===== src/core/wdt_map.svh =====
`ifndef WDT_MAP_SVH
`define WDT_MAP_SVH
`define WDT_CNT_W 7
`define WDT_CLR_BIT 7
`define CTL_RSEL_BIT 4
`define CTL_RCSEL_BIT 5
`define CTL_BTCL_BIT 0
`define BIT_W 8
`define PRE_W 10
`define BIT_TOP 8'hff
`define BIT_RC_HALF 8'h80
`define PRE_MIN_DIV 8
`define CTL_RESET 8'h00
`define CMP_RESET 8'h00
`define RST_PULSE_CYC 4'h8
`endif


===== src/core/wdt_pkg.sv =====
package wdt_pkg;
    typedef struct packed {
        logic wr_ctl;
        logic wr_cmp;
        logic [7:0] wdata;
    } cpu_wr_t;
    typedef struct packed {
        logic wdt_irq_flag;
        logic sys_reset;
        logic reset_pin_b;
        logic main_osc_on;
    } wdt_out_t;
    typedef enum logic [1:0] {ST_RUN, ST_RST} rst_state_t;
endpackage


===== src/core/watchdog_timer_7bit.sv =====
`timescale 1ns/1ps
`include "wdt_map.svh"
module watchdog_timer_7bit (
    input wire logic clk_sys,
    input wire logic rst_b,
    input wire wdt_pkg::cpu_wr_t cpu_wr,
    input wire logic irq_clear,
    input wire logic [2:0] bit_div_sel,
    input wire logic rc_tick,
    input wire logic stop_mode,
    input wire logic sub_clock_mode,
    output wdt_pkg::wdt_out_t wdt_out,
    output logic [7:0] interval_count_reg,
    output logic [7:0] watchdog_compare_reg,
    output logic [7:0] clock_ctrl_reg,
    output logic halt_others
);
    // =========================================================
    // control registers
    logic [7:0] ctl_ff, nxt_ctl;
    logic [7:0] cmp_ff, nxt_cmp;
    logic wd_rst;
    always_comb begin
        nxt_ctl = ctl_ff;
        nxt_cmp = cmp_ff;
        nxt_ctl[`CTL_BTCL_BIT] = 1'b0;
        nxt_cmp[`WDT_CLR_BIT] = 1'b0;
        if (cpu_wr.wr_ctl) begin
            nxt_ctl = cpu_wr.wdata;
        end
        if (cpu_wr.wr_cmp) begin
            nxt_cmp = cpu_wr.wdata;
        end
        if (wd_rst) begin
            nxt_ctl = `CTL_RESET;
            nxt_cmp = `CMP_RESET;
        end
    end
    always_ff @(posedge clk_sys) begin
        if (!rst_b) begin
            ctl_ff <= `CTL_RESET;
            cmp_ff <= `CMP_RESET;
        end else begin
            ctl_ff <= nxt_ctl;
            cmp_ff <= nxt_cmp;
        end
    end
    wire rsel = ctl_ff[`CTL_RSEL_BIT];
    wire rcsel = ctl_ff[`CTL_RCSEL_BIT];
    // =========================================================
    // basic interval timer
    logic [`PRE_W-1:0] pre_ff, nxt_pre;
    logic [`BIT_W-1:0] bit_ff, nxt_bit;
    logic bit_tick, pre_hit, started_ff, nxt_started;
    // low prescaler bits that must all be one for a step; 1024 wraps to an all-ones mask
    wire [`PRE_W-1:0] pre_mask = (`PRE_W'(`PRE_MIN_DIV) << bit_div_sel) - `PRE_W'(1);
    always_comb begin
        nxt_pre = pre_ff;
        nxt_bit = bit_ff;
        pre_hit = 1'b0;
        bit_tick = 1'b0;
        nxt_started = started_ff;
        if (rcsel) begin
            pre_hit = rc_tick;
        end else if (!stop_mode) begin
            nxt_pre = pre_ff + 1'b1;
            // divide by 8 << sel, sel 0..7 gives 8..1024
            pre_hit = ((pre_ff & pre_mask) == pre_mask);
        end
        if (pre_hit) begin
            nxt_bit = bit_ff + 1'b1;
            bit_tick = (bit_ff == `BIT_TOP);
        end
        if (ctl_ff[`CTL_BTCL_BIT]) begin
            nxt_pre = '0;
            // rc source starts half a timer cycle in: that is the 128-tick offset of the time-out
            nxt_bit = rcsel ? `BIT_RC_HALF : '0;
            nxt_started = 1'b1;
        end
        if (wd_rst) begin
            nxt_started = 1'b0;
        end
    end
    always_ff @(posedge clk_sys) begin
        if (!rst_b) begin
            pre_ff <= '0;
            bit_ff <= '0;
            started_ff <= 1'b0;
        end else begin
            pre_ff <= nxt_pre;
            bit_ff <= nxt_bit;
            started_ff <= nxt_started;
        end
    end
    // =========================================================
    // watchdog counter and match
    logic [`WDT_CNT_W-1:0] cnt_ff, nxt_cnt;
    logic irq_ff, nxt_irq, match;
    logic wd_adv;
    always_comb begin
        nxt_cnt = cnt_ff;
        nxt_irq = irq_ff;
        // rc source: counter steps every 256 rc ticks via the interval timer
        wd_adv = started_ff & bit_tick & (rcsel | !stop_mode);
        match = wd_adv & (cnt_ff == cmp_ff[`WDT_CNT_W-1:0]);
        if (irq_clear) begin
            nxt_irq = 1'b0;
        end
        if (match && !rsel) begin
            nxt_irq = 1'b1;
        end
        if (match) begin
            nxt_cnt = '0;
        end else if (wd_adv) begin
            nxt_cnt = cnt_ff + 1'b1;
        end
        if (cmp_ff[`WDT_CLR_BIT] || wd_rst) begin
            nxt_cnt = '0;
        end
    end
    always_ff @(posedge clk_sys) begin
        if (!rst_b) begin
            cnt_ff <= '0;
            irq_ff <= 1'b0;
        end else begin
            cnt_ff <= nxt_cnt;
            irq_ff <= nxt_irq;
        end
    end
    // =========================================================
    // reset pulse generator
    wdt_pkg::rst_state_t st_ff, nxt_st;
    logic [3:0] rcnt_ff, nxt_rcnt;
    logic osc_ff, nxt_osc;
    always_comb begin
        nxt_st = st_ff;
        nxt_rcnt = rcnt_ff;
        nxt_osc = osc_ff & sub_clock_mode;
        unique case (st_ff)
            wdt_pkg::ST_RUN: begin
                if (match && rsel) begin
                    nxt_st = wdt_pkg::ST_RST;
                    nxt_rcnt = `RST_PULSE_CYC;
                    nxt_osc = sub_clock_mode;
                end
            end
            wdt_pkg::ST_RST: begin
                nxt_rcnt = rcnt_ff - 1'b1;
                if (rcnt_ff == 4'h1) begin
                    nxt_st = wdt_pkg::ST_RUN;
                end
            end
            default: nxt_st = wdt_pkg::ST_RUN;
        endcase
    end
    always_ff @(posedge clk_sys) begin
        if (!rst_b) begin
            st_ff <= wdt_pkg::ST_RUN;
            rcnt_ff <= '0;
            osc_ff <= 1'b0;
        end else begin
            st_ff <= nxt_st;
            rcnt_ff <= nxt_rcnt;
            osc_ff <= nxt_osc;
        end
    end
    assign wd_rst = (st_ff == wdt_pkg::ST_RST);
    always_comb begin
        wdt_out.wdt_irq_flag = irq_ff;
        wdt_out.sys_reset = wd_rst;
        wdt_out.reset_pin_b = !wd_rst;
        wdt_out.main_osc_on = osc_ff | !sub_clock_mode;
    end
    assign interval_count_reg = bit_ff;
    assign watchdog_compare_reg = cmp_ff;
    assign clock_ctrl_reg = ctl_ff;
    assign halt_others = stop_mode & rcsel;
endmodule


===== config.mk =====
export PLATFORM = sky130hd
export DESIGN_NAME = watchdog_timer_7bit
export DESIGN_NICKNAME = d
export VERILOG_FILES = /design/src/core/wdt_pkg.sv /design/src/core/watchdog_timer_7bit.sv
export VERILOG_INCLUDE_DIRS = /design/src /design/src/core
export SDC_FILE = /design/constraint.sdc
export NUM_CORES = 1
export LEC_CHECK = 0
export ABC_AREA = 1
export BUFFER_PORTS_ARGS = -buffer_cell sky130_fd_sc_hd__buf_2
export CORE_ASPECT_RATIO = 0.8
export CORE_MARGIN = 1
export CORE_UTILIZATION = 40
export DETAILED_ROUTE_END_ITERATION = 16
export MAX_ROUTING_LAYER = met4
export PLACE_DENSITY_LB_ADDON = 0.1
export SLEW_MARGIN = 30
export SYNTH_ARGS = -nofsm -noshare
export SYNTH_HDL_FRONTEND = slang
export SYNTH_SLANG_ARGS = --single-unit

===== constraint.sdc =====
create_clock -name clk_sys -period 1.67 [get_ports clk_sys]
set_input_delay 0.2505 -clock clk_sys [delete_from_list [all_inputs] [get_ports clk_sys]]
set_output_delay 0.2505 -clock clk_sys [all_outputs]
set_load 0.02 [all_outputs]

# ---- Word level (Yosys, flattened, before mapping)
# Index checks and enable logic that the tools add are counted.
dict set report op_classes {
  add_sub_neg 5
  eq_ne 7
  shifts 1
  mux 15
  bitwise_logic 13
  n_reduce_logical 19
}
# operator count
set ops {}
lappend ops {{8-bit 2-to-1 mux} 3}
lappend ops {{10-bit by 1-bit adder with 10-bit output, second input constant} 1}
lappend ops {{10-bit bitwise AND} 1}
lappend ops {{10-bit == test} 1}
lappend ops {{4-bit by 3-bit left shift with 10-bit output, first input constant} 1}
lappend ops {{10-bit by 2-bit subtractor with 10-bit output, second input constant} 1}
lappend ops {{3-bit OR reduction} 3}
lappend ops {{8-bit by 1-bit adder with 8-bit output, second input constant} 1}
lappend ops {{8-bit == test, second input constant} 1}
lappend ops {{4-bit one-hot mux with 2 select lines} 1}
lappend ops {{7-bit by 1-bit adder with 7-bit output, second input constant} 1}
lappend ops {{7-bit == test} 1}
lappend ops {{1-bit 2-to-1 mux} 7}
lappend ops {{2-bit AND reduction} 3}
lappend ops {{2-bit nonzero test} 3}
lappend ops {{1-bit bitwise AND} 5}
lappend ops {{1-bit NOT} 5}
lappend ops {{4-bit by 1-bit == test with 1-bit output, second input constant} 1}
lappend ops {{1-bit logical NOT} 4}
lappend ops {{2-bit 2-to-1 mux} 2}
lappend ops {{4-bit 2-to-1 mux} 1}
lappend ops {{2-bit one-hot mux with 2 select lines} 1}
lappend ops {{2-bit OR reduction} 2}
lappend ops {{4-bit by 1-bit subtractor with 4-bit output, second input constant} 1}
lappend ops {{other kinds (7)} 9}
dict set report word_totals {
  ff_bits 50
  in_bits 19
  out_inout_bits 29
  elab_cells 72
}

# ---- Logic depth before layout (Yosys ltp)
# Gate-level depths: netlist (run 1).
dict set report logic_depth {
  ltp_word 13
  mapped_depth 15
  depth_no_buf 15
}

# ---- Worst setup path before layout (run 1)
# No wires, ideal clock.
dict set report synth_timing {
  kind {in2reg}
  start {in bit_div_sel[1]}
  end {reg cnt_ff[4]}
  setup_time_ns 0.078
  t_arrival_ns 1.663
  setup_slack_ns -0.071
  path_stages 11
  n_path_buf 0
  path_cell_list {nor2_1 -> nand2_1 -> ha_1 -> or2_2 -> nand2_2 -> nor2_2 -> nand3_2 -> nand2_4 -> nand4_2 -> nand3_2 -> nor3_1}
}
dict set report synth_between {
  elab_chain_len 11
}
# item line
set synth_lines {}
lappend synth_lines {{from (decl)} watchdog_timer_7bit.sv:8} ;# input wire logic [2:0] bit_div_sel,
lappend synth_lines {{4-bit by 3-bit left shift with 10-bit output (no line) *} -}
lappend synth_lines {{10-bit by 2-bit subtractor with 10-bit output *} watchdog_timer_7bit.sv:56} ;# wire [`PRE_W-1:0] pre_mask = (`PRE_W'(`PRE_MIN_DIV) << bit_div_sel) - `PRE_W'(1);
lappend synth_lines {{10-bit bitwise AND} watchdog_timer_7bit.sv:68} ;# pre_hit = ((pre_ff & pre_mask) == pre_mask);
lappend synth_lines {{10-bit == test *} watchdog_timer_7bit.sv:68}
lappend synth_lines {{1-bit 2-to-1 mux *} watchdog_timer_7bit.sv:65} ;# end else if (!stop_mode) begin
lappend synth_lines {{1-bit 2-to-1 mux *} watchdog_timer_7bit.sv:63} ;# if (rcsel) begin
lappend synth_lines {{1-bit 2-to-1 mux *} watchdog_timer_7bit.sv:70} ;# if (pre_hit) begin
lappend synth_lines {{1-bit bitwise AND * (2 in a row)} watchdog_timer_7bit.sv:104} ;# wd_adv = started_ff & bit_tick & (rcsel | !stop_mode);
lappend synth_lines {{1-bit bitwise AND} watchdog_timer_7bit.sv:105} ;# match = wd_adv & (cnt_ff == cmp_ff[`WDT_CNT_W-1:0]);
lappend synth_lines {{3-bit OR reduction (no line)} -}
lappend synth_lines {{to (signal assigned)} watchdog_timer_7bit.sv:126} ;# cnt_ff <= nxt_cnt;
lappend synth_lines {{to (decl)} watchdog_timer_7bit.sv:97} ;# logic [`WDT_CNT_W-1:0] cnt_ff, nxt_cnt;
# Every way passes the cells marked *; elsewhere a longest branch is shown, timed or not.
# A chain may end at the register's enable or synchronous reset.

# ---- Worst setup path in the final report (run 1)
dict set report layout_timing {
  start {reg ctl_ff[5] (netlist: clock_ctrl_reg[5])}
  end {reg cnt_ff[3]}
}
dict set report layout_between {
  elab_chain_len 6
  word_cells_on_any_way 7
  cone_classes {2 x mux; 4 x bitwise; 1 x reduce/logical}
}
# item line
set layout_lines {}
lappend layout_lines {{from (decl)} watchdog_timer_7bit.sv:20} ;# logic [7:0] ctl_ff, nxt_ctl;
lappend layout_lines {{from (signal assigned)} watchdog_timer_7bit.sv:41} ;# ctl_ff <= `CTL_RESET;
lappend layout_lines {{from (signal assigned)} watchdog_timer_7bit.sv:44} ;# ctl_ff <= nxt_ctl;
lappend layout_lines {{1-bit 2-to-1 mux} watchdog_timer_7bit.sv:63}
lappend layout_lines {{1-bit 2-to-1 mux} watchdog_timer_7bit.sv:70}
lappend layout_lines {{1-bit bitwise AND} watchdog_timer_7bit.sv:104}
lappend layout_lines {{1-bit bitwise AND *} watchdog_timer_7bit.sv:104}
lappend layout_lines {{1-bit bitwise AND} watchdog_timer_7bit.sv:105}
lappend layout_lines {{3-bit OR reduction (no line)} -}
# Marked as above.

==> results_dict.tcl, run 1 <==
set metrics [dict create \
    numCtsBuffers 5 \
    leakage_nw 1.38 \
    die_w_um 88.1 \
    skew_ns 0.00820 \
    io_buffers 47 \
    fillers 576 \
    synthCells 322 \
    rows 24 \
    ys_ff_latch 49 \
    grt_max_degree 17 \
    r2r_start "clock_ctrl_reg[5]" \
    r2r-end "cnt_ff[3]" \
    cts_max_path_buffers 2 \
    cts_hold_buf 0 \
    final_critical_path_setup_slack_ns -0.0217 \
    synth_top_area_cell "dfxtp_1" \
    synth-edff-count 0 \
    hpwl_um 4380 \
    vias 2300 \
    grt_pass1_wl_um 9520 \
    slew_headroom 0.782 \
    async_flop_share 0 \
    dr.pass1.iters 4 \
    regArea_um2 985 \
    core-area_um2 5590 \
    min-delay-start "sub_clock_mode" \
    drtIter0Drc 70 \
    synth_common_cells "nand2_1, dfxtp_1, inv_1, a21oi_1, nor2_1" \
    slew_violations 0 \
    rrSetupSlack_ns -0.02 \
    synthTopCellsByArea "dfxtp_1, nand2_1, a21oi_1" \
    die_h_um 70.9 \
    required_ns 1.87 \
    antenna_found_initial 0 \
    final_util 0.559 \
    crit_path_end_kind "register" \
    postSynthAreaPerCell_um2 7.37 \
    finalHoldViolCount 0 \
    postRouteAntennaNets 0 \
    ir_drop_uv 435 \
    ys.flop_type "dfxtp_1" \
    crit_arrival_ns 1.89 \
    min_period_ns 1.69 \
    violations "setup timing" \
    critPathMaxFanout 7 \
    wl_met2_um 2450 \
    synth_warnings 0 \
    fin_crit_sh 1.01 \
    grt_usage 0.200 \
    crit_path_start_kind "register" \
    clock_latency_ns 0.31 \
    worst_pin_slew_ns 0.324 \
    dieArea_um2 6250 \
    yosysTopAreaCellShare 0.413 \
    met1_length_um 2920 \
    fin_nets 426 \
    vias_per_cell 4.79 \
    cts_htree_levels 2 \
    multi_input_area_um2 1300 \
    cts-root-buf "clkbuf_8" \
    regMostFlops "pre_ff" \
    hold_path_end "osc_ff" \
    hold_path_class "in2reg" \
    syn2layout_area_growth_pct 31.5 \
    synth.distinct_cells 34 \
    drive_above_1_share 0.326 \
    syn_area_um2 2370 \
    r2r_cells 11 \
    layout.cells.non_filler 480 \
    pin_count 48 \
    finalSetupViolations 3 \
    powerDensity_nw_per_um2 718 \
    grt_pass1_vias 2089 \
    drt_wl_total_um 5700 \
    grt-ovfl-total 0 \
    initial_utilization 0.425 \
    place_inst 467 \
    cts_sinks 49 \
    clk_pin_slew_worst_paths_ns 0.09 \
    syn_nets 347 \
    criticalPathCategory "reg2reg" \
    status "finished, violations left" \
    wl_per_cell_um 11.9 \
    largest_reg_flops 10 \
    drcViolationCount 0 \
    hold_depth 3 \
    synthMostInstantiatedCell "nand2_1" \
    drv_cap 0 \
    synth_seq_area_share 0.413 \
    fin_total_pwr_mw 2.24 \
    rsz0062_at_grt "true" \
    diodes 0 \
    dr_wl_met3_um 289 \
    gp_congestion 0.871 \
    clock.fmax_mhz 591 \
    cts_tree "built" \
    dr.max_layer_used "met4" \
]
## routing by layer
metal,vias to the layer above,GRT usage
met5,-,-
met4,0,0.0484
met3,4,0.0467
met2,54,0.295
met1,1036,0.276
li1,1206,-
## power by group
part           internal [mW]  switching [mW]  total [mW]
clock                  0.298           0.414       0.711
sequential              1.20          0.0290        1.23
combinational          0.120           0.179       0.299
## area by class of cell
class                   instances  area share
multi-input cells             219       0.415
well taps                      78      0.0313
clock inverters                 3     0.00681
inverters                      48      0.0581
repair buffers                 78       0.151
flip-flops and latches         49       0.315
clock buffers                   5      0.0220
## logic make-up after synthesis
kind of cell    synth area share
simple gates               0.277
xor+xnor                  0.0369
flops                      0.413
buf+inv                   0.0891
compound gates             0.152
fa+ha+maj                 0.0316
## through the flow
stage | setup WS (ns) | hold WS (ns) | area, um^2 | TNS, ns
CTS | 0.0180 | 0.153 | 3020 | 0
global placement | -0.222 | 0.448 | 2920 | -2.94
floorplan | -0.00402 | 0.348 | 2420 | -0.00402
finish | -0.0217 | 0.161 | 3120 | -0.0255
global route | -0.138 | 0.153 | 3120 | -1.72
detailed placement | -0.267 | 0.451 | 2920 | -3.91
## worst max-delay path: stages, from the launching register on
cell	delay, ns
dfxtp_2	0.34
nor2_4	0.12
buf_4	0.13
nand3_2	0.07
clkinv_2	0.07
nand2_2	0.04
nor2_2	0.09
nand3_2	0.12
nand2_4	0.15
nand4_4	0.14
o21ai_0	0.24
a21oi_2	0.08
## placed cells by master, fill, tap and decap left out, types with 2 or more instances in the layout
master    count
nand3_2       6
a21oi_1      35
nand3_1       9
dfxtp_2       3
a21oi_2       3
ha_1          5
buf_4        30
buf_2        47
nor2_4        3
xnor2_1       8
inv_1        41
nor3_1        7
clkbuf_8      5
nor3_2        4
dfxtp_1      46
xor2_1        2
inv_2         5
o21a_1        2
nand4_1       7
o21ai_0      22
nand2_2       4
nor2_2        6
o21ai_1       4
clkinv_2      2
nor2_1       25
nand4_4       2
nand2_1      52
## worst max-delay path by stage
stage / start / to / slack [ns] / depth (start not counted)
6_report: clock_ctrl_reg[5] / cnt_ff[3] / -0.02 / 11
4_1_cts: pre_ff[1] / rcnt_ff[3] / 0.02 / 11
3_5_place_dp: bit_div_sel[1] / rcnt_ff[2] / -0.27 / 16
2_1_floorplan: bit_div_sel[1] / rcnt_ff[2] / -0.004 / 15
3_3_place_gp: bit_div_sel[1] / rcnt_ff[2] / -0.22 / 16
5_1_grt: clock_ctrl_reg[5] / pre_ff[9] / -0.14 / 11
## timing repair
item	CTS	global route
gates cloned	0	0
endpoints found under the setup margin	4	18
pin swaps	1	7
gates resized for setup	3	20
buffers inserted	0	5
(Power assumes the default switching activity.)
==> run 2, diff against run 1 <==
BUFFER_PORTS_ARGS = -buffer_cell sky130_fd_sc_hd__buf_4   (was -buffer_cell sky130_fd_sc_hd__buf_2)
CORE_MARGIN = default   (was 1)
==> results_dict.tcl, run 2 (same netlist as run 1, synthesis figures left out) <==
set metrics [dict create \
    holdWs_ns 0.172 \
    drtIter0Drc 128 \
    required_ns 1.91 \
    hpwl_um 4330 \
    drv_cap 0 \
    status "complete, no violations" \
    numCtsBuffers 5 \
    drt_wl_total_um 5750 \
    largest_reg_flops 10 \
    leakage_nw 1.45 \
    postRouteAntennaNets 0 \
    vias 2290 \
    clk_pin_slew_worst_paths_ns 0.09 \
    rsz0062_at_grt "true" \
    die_h_um 70.9 \
    cts_htree_levels 2 \
    placed_cell_area_um2 3030 \
    vias_per_cell 4.75 \
    initial_utilization 0.425 \
    diodes 0 \
    grt_max_degree 16 \
    slew_headroom 0.756 \
    crit_family "simple AND/OR/NAND/NOR gates" \
    grt_pass1_vias 2055 \
    antenna_found_initial 0 \
    slew_violations 0 \
    worst_pin_slew_ns 0.362 \
    slowest_delay_ns 0.37 \
    critPathMaxFanout 5 \
    dr.pass1.iters 4 \
    cts-root-buf "clkbuf_8" \
    crit_arrival_ns 1.89 \
    fin_nets 428 \
    cts_tree "built" \
    hold_path_class "in2reg" \
    clock_latency_ns 0.30 \
    ir_drop_uv 536 \
    grt_pass1_wl_um 9310 \
    syn2layout_area_growth_pct 41.5 \
    gp_congestion 0.857 \
    cts_max_path_buffers 2 \
    powerDensity_nw_per_um2 763 \
    finalHoldViolCount 0 \
    min_period_ns 1.65 \
    crit_path_start_kind "register" \
    layout.cells.non_filler 482 \
    wl_per_cell_um 11.9 \
    mostFrequentLayoutCells "buf_4, nand2_1, dfxtp_1, inv_1, a21oi_1" \
    core-area_um2 5590 \
    fin_tns_setup_ns 0 \
    finalSetupViolations 0 \
    grt_usage 0.196 \
    dieArea_um2 6250 \
    regMostFlops "pre_ff" \
    pin_count 48 \
    final_util 0.601 \
    fin_crit_sh 0.987 \
    drive_above_1_share 0.337 \
    layout_commonest_cell "buf_4" \
    cp_slowest_cell "dfxtp_4" \
    rows 24 \
    io_buffers 47 \
    clock.fmax_mhz 607 \
    cp_cell_sequence "ha_4 -> nand3_4 -> inv_4 -> nand2_2 -> nor2_2 -> nand3_2 -> a21oi_4 -> nand2_4 -> or2_1 -> a21oi_2" \
    cp.buffers_inverters 1 \
    drcViolationCount 0 \
    skew_ns 0.00400 \
    final_cell_area_um2 3360 \
    die_w_um 88.1 \
    cts_sinks 49 \
    grt-ovfl-total 0 \
    criticalPathCategory "reg2reg" \
    crit_path_end_kind "register" \
    place_inst 466 \
]
==> run 2: worst register-to-register path, cell delays in order, from the launching register on <==
cell and delay, ns:
dfxtp_4 0.37, ha_4 0.14, nand3_4 0.08, inv_4 0.07
nand2_2 0.04, nor2_2 0.09, nand3_2 0.14, a21oi_4 0.23
nand2_4 0.10, or2_1 0.22, a21oi_2 0.10
==> run 2: what timing repair did <==
action	CTS	global route
pin swaps	1	18
resized for setup	1	37
setup endpoints to repair	2	24
setup buffers	0	8
hold buffers	0	0
gates cloned	0	0
==> run 2: final cells by class <==
class                      count  area [um^2]
sequential                    49          991
clock buffer                   5         68.8
fill                         537         2230
clock inverter                 3         65.1
multi-input combinational    219         1330
inverter                      48          183
tap                           78         97.6
timing repair buffer          80          619
==> run 2: power breakdown <==
| group | switching, mW | leakage (nW) | internal [mW] |
|---|---|---|---|
| combinational | 0.182 | 0.983 | 0.151 |
| clock | 0.404 | 0.0681 | 0.595 |
| sequential | 0.0309 | 0.401 | 1.20 |
==> run 2: final timing paths <==
check / cells after the start / startpoint / to / slack, ns
max: 10 / pre_ff[1] / cnt_ff[0] / 0.02
min: 3 / sub_clock_mode / osc_ff / 0.17
max reg2reg: 10 / pre_ff[1] / cnt_ff[0] / 0.02
min reg2reg: 2 / osc_ff / osc_ff / 0.46
==> run 2: per-stage QoR <==
step | power (mW) | worst slack (ns)
2_1_floorplan | 1.42 | -0.00402
5_1_grt | 2.66 | -0.129
6_report | 2.56 | 0.0216
3_5_place_dp | 1.57 | -0.259
4_1_cts | 2.56 | 0.000190
3_3_place_gp | 1.57 | -0.205
==> run 2: layer usage <==
metal,up-vias,global-route usage,share of wire,routed length [um]
met1,1027,0.279,0.52,2980
met4,0,0.0430,0.011,61
met3,9,0.0408,0.046,266
li1,1211,-,-,-
met5,-,-,0,0
met2,43,0.286,0.42,2440
==> run 3, diff against run 2 <==
ABC_CLOCK_PERIOD_IN_PS = 1860   (was default)
clock period = 1.86 ns   (was 1.67 ns; I/O delays follow)
==> results_dict.tcl, run 3 (same netlist as run 1, synthesis figures left out) <==
set metrics [dict create \
    status "complete, no violations" \
    slew_headroom 0.754 \
    r2r-end "osc_ff" \
    fin_nets 410 \
    ir_drop_uv 300 \
    holdWs_ns 0.205 \
    cts_max_path_buffers 2 \
    post-place-ws_ns -0.201 \
    grt_max_degree 14 \
    r2r_start "pre_ff[0]" \
    skew_ns 0.00570 \
    pin_count 48 \
    antenna_found_initial 0 \
    wl_per_cell_um 12.1 \
    hold_path_end "clock_ctrl_reg[7]" \
    slew_violations 0 \
    numCtsBuffers 5 \
    crit_path_start_kind "input pin" \
    cts_sinks 49 \
    hpwl_um 4150 \
    grt_pass1_wl_um 8850 \
    rrSetupSlack_ns 0.17 \
    r2r_cells 11 \
    drcViolationCount 0 \
    syn2layout_area_growth_pct 29.8 \
    final_critical_path_setup_slack_ns 0.154 \
    critPathMaxFanout 7 \
    grt-ovfl-total 0 \
    die_h_um 70.9 \
    postRouteAntennaNets 0 \
    mostFrequentLayoutCells "buf_4, nand2_1, dfxtp_1, inv_1, a21oi_1" \
    layout.cells.non_filler 462 \
    clock.fmax_mhz 586 \
    worst_pin_slew_ns 0.368 \
    layout_commonest_cell "buf_4" \
    diodes 0 \
    cts_htree_levels 2 \
    dr.pass1.iters 4 \
    drtIter0Drc 118 \
    regMostFlops "pre_ff" \
    finalHoldViolCount 0 \
    rows 24 \
    io_buffers 47 \
    die_w_um 88.1 \
    core-area_um2 5590 \
    hold_depth 2 \
    cts_tree "built" \
    fin_total_pwr_mw 1.98 \
    crit_arrival_ns 1.95 \
    required_ns 2.10 \
    dieArea_um2 6250 \
    grt_pass1_vias 1905 \
    gp_congestion 0.816 \
    powerDensity_nw_per_um2 641 \
    drive_above_1_share 0.266 \
    grt_usage 0.190 \
    largest_reg_flops 10 \
    finalSetupViolations 0 \
    clock_latency_ns 0.30 \
    vias_per_cell 4.76 \
    fin_crit_sh 0.917 \
    min_period_ns 1.71 \
    criticalPathCategory "in2reg" \
    initial_utilization 0.425 \
    cts-root-buf "clkbuf_8" \
    drv_cap 0 \
    vias 2200 \
    drt_wl_total_um 5590 \
    hold_path_class "in2reg" \
    clk_pin_slew_worst_paths_ns 0.09 \
    crit_path_end_kind "register" \
    leakage_nw 1.30 \
    place_inst 453 \
    min-delay-start "cpu_wr[9]" \
]
-- run 3: stage by stage --
step	area, um^2	TNS (ns)	utilization
5_1_grt	3080	-0.0294	0.552
4_1_cts	2960	0	0.530
3_3_place_gp	2880	-1.86	0.516
2_1_floorplan	2370	0	-
6_report	3080	0	0.552
3_5_place_dp	2880	-2.95	0.516
-- run 3: worst max path at each step --
| stage | startpoint | endpoint | slack, ns |
|---|---|---|---|
| after floorplan | bit_div_sel[1] | cnt_ff[4] | 0.09 |
| after detailed placement | bit_div_sel[1] | cnt_ff[0] | -0.20 |
| after global routing | clock_ctrl_reg[5] | osc_ff | -0.03 |
| final | bit_div_sel[1] | osc_ff | 0.15 |
| after CTS | bit_div_sel[1] | cnt_ff[0] | 0.1 |
| after global placement | bit_div_sel[1] | cnt_ff[4] | -0.14 |
-- run 3: power by group --
part,internal (mW),switching [mW]
logic,0.127,0.160
registers,1.08,0.0291
clock network,0.248,0.334
total,1.45,0.523
-- run 3: critical path: stages --
cell	delay, ns
buf_4	0.13
nor2_4	0.10
nand2_2	0.08
ha_4	0.19
inv_4	0.06
a21oi_2	0.04
nand2_1	0.07
nor2_1	0.04
nor2_1	0.13
nand3_2	0.15
nand2_4	0.15
nand4_4	0.14
nor2_4	0.14
nand3_2	0.09
a21oi_2	0.15
-- run 3: routing by layer --
layer  GRT usage  part of all wire
met1       0.273              0.53
met2       0.266              0.42
met3      0.0420             0.043
met4      0.0538            0.0054
met5           -                 0
-- run 3: cell type report --
class	instances	area, um^2
inverters	48	184
multi-input cells	219	1260
clock buffers	5	68.8
fillers	579	2500
repair buffers	62	473
well taps	78	97.6
clock inverters	1	5.00
flip-flops and latches	49	988
-- run 3: repair_timing --
action	in CTS	in global routing
setup endpoints to repair	0	17
resized for setup	0	26
hold buffers	0	0
setup buffers	0	3
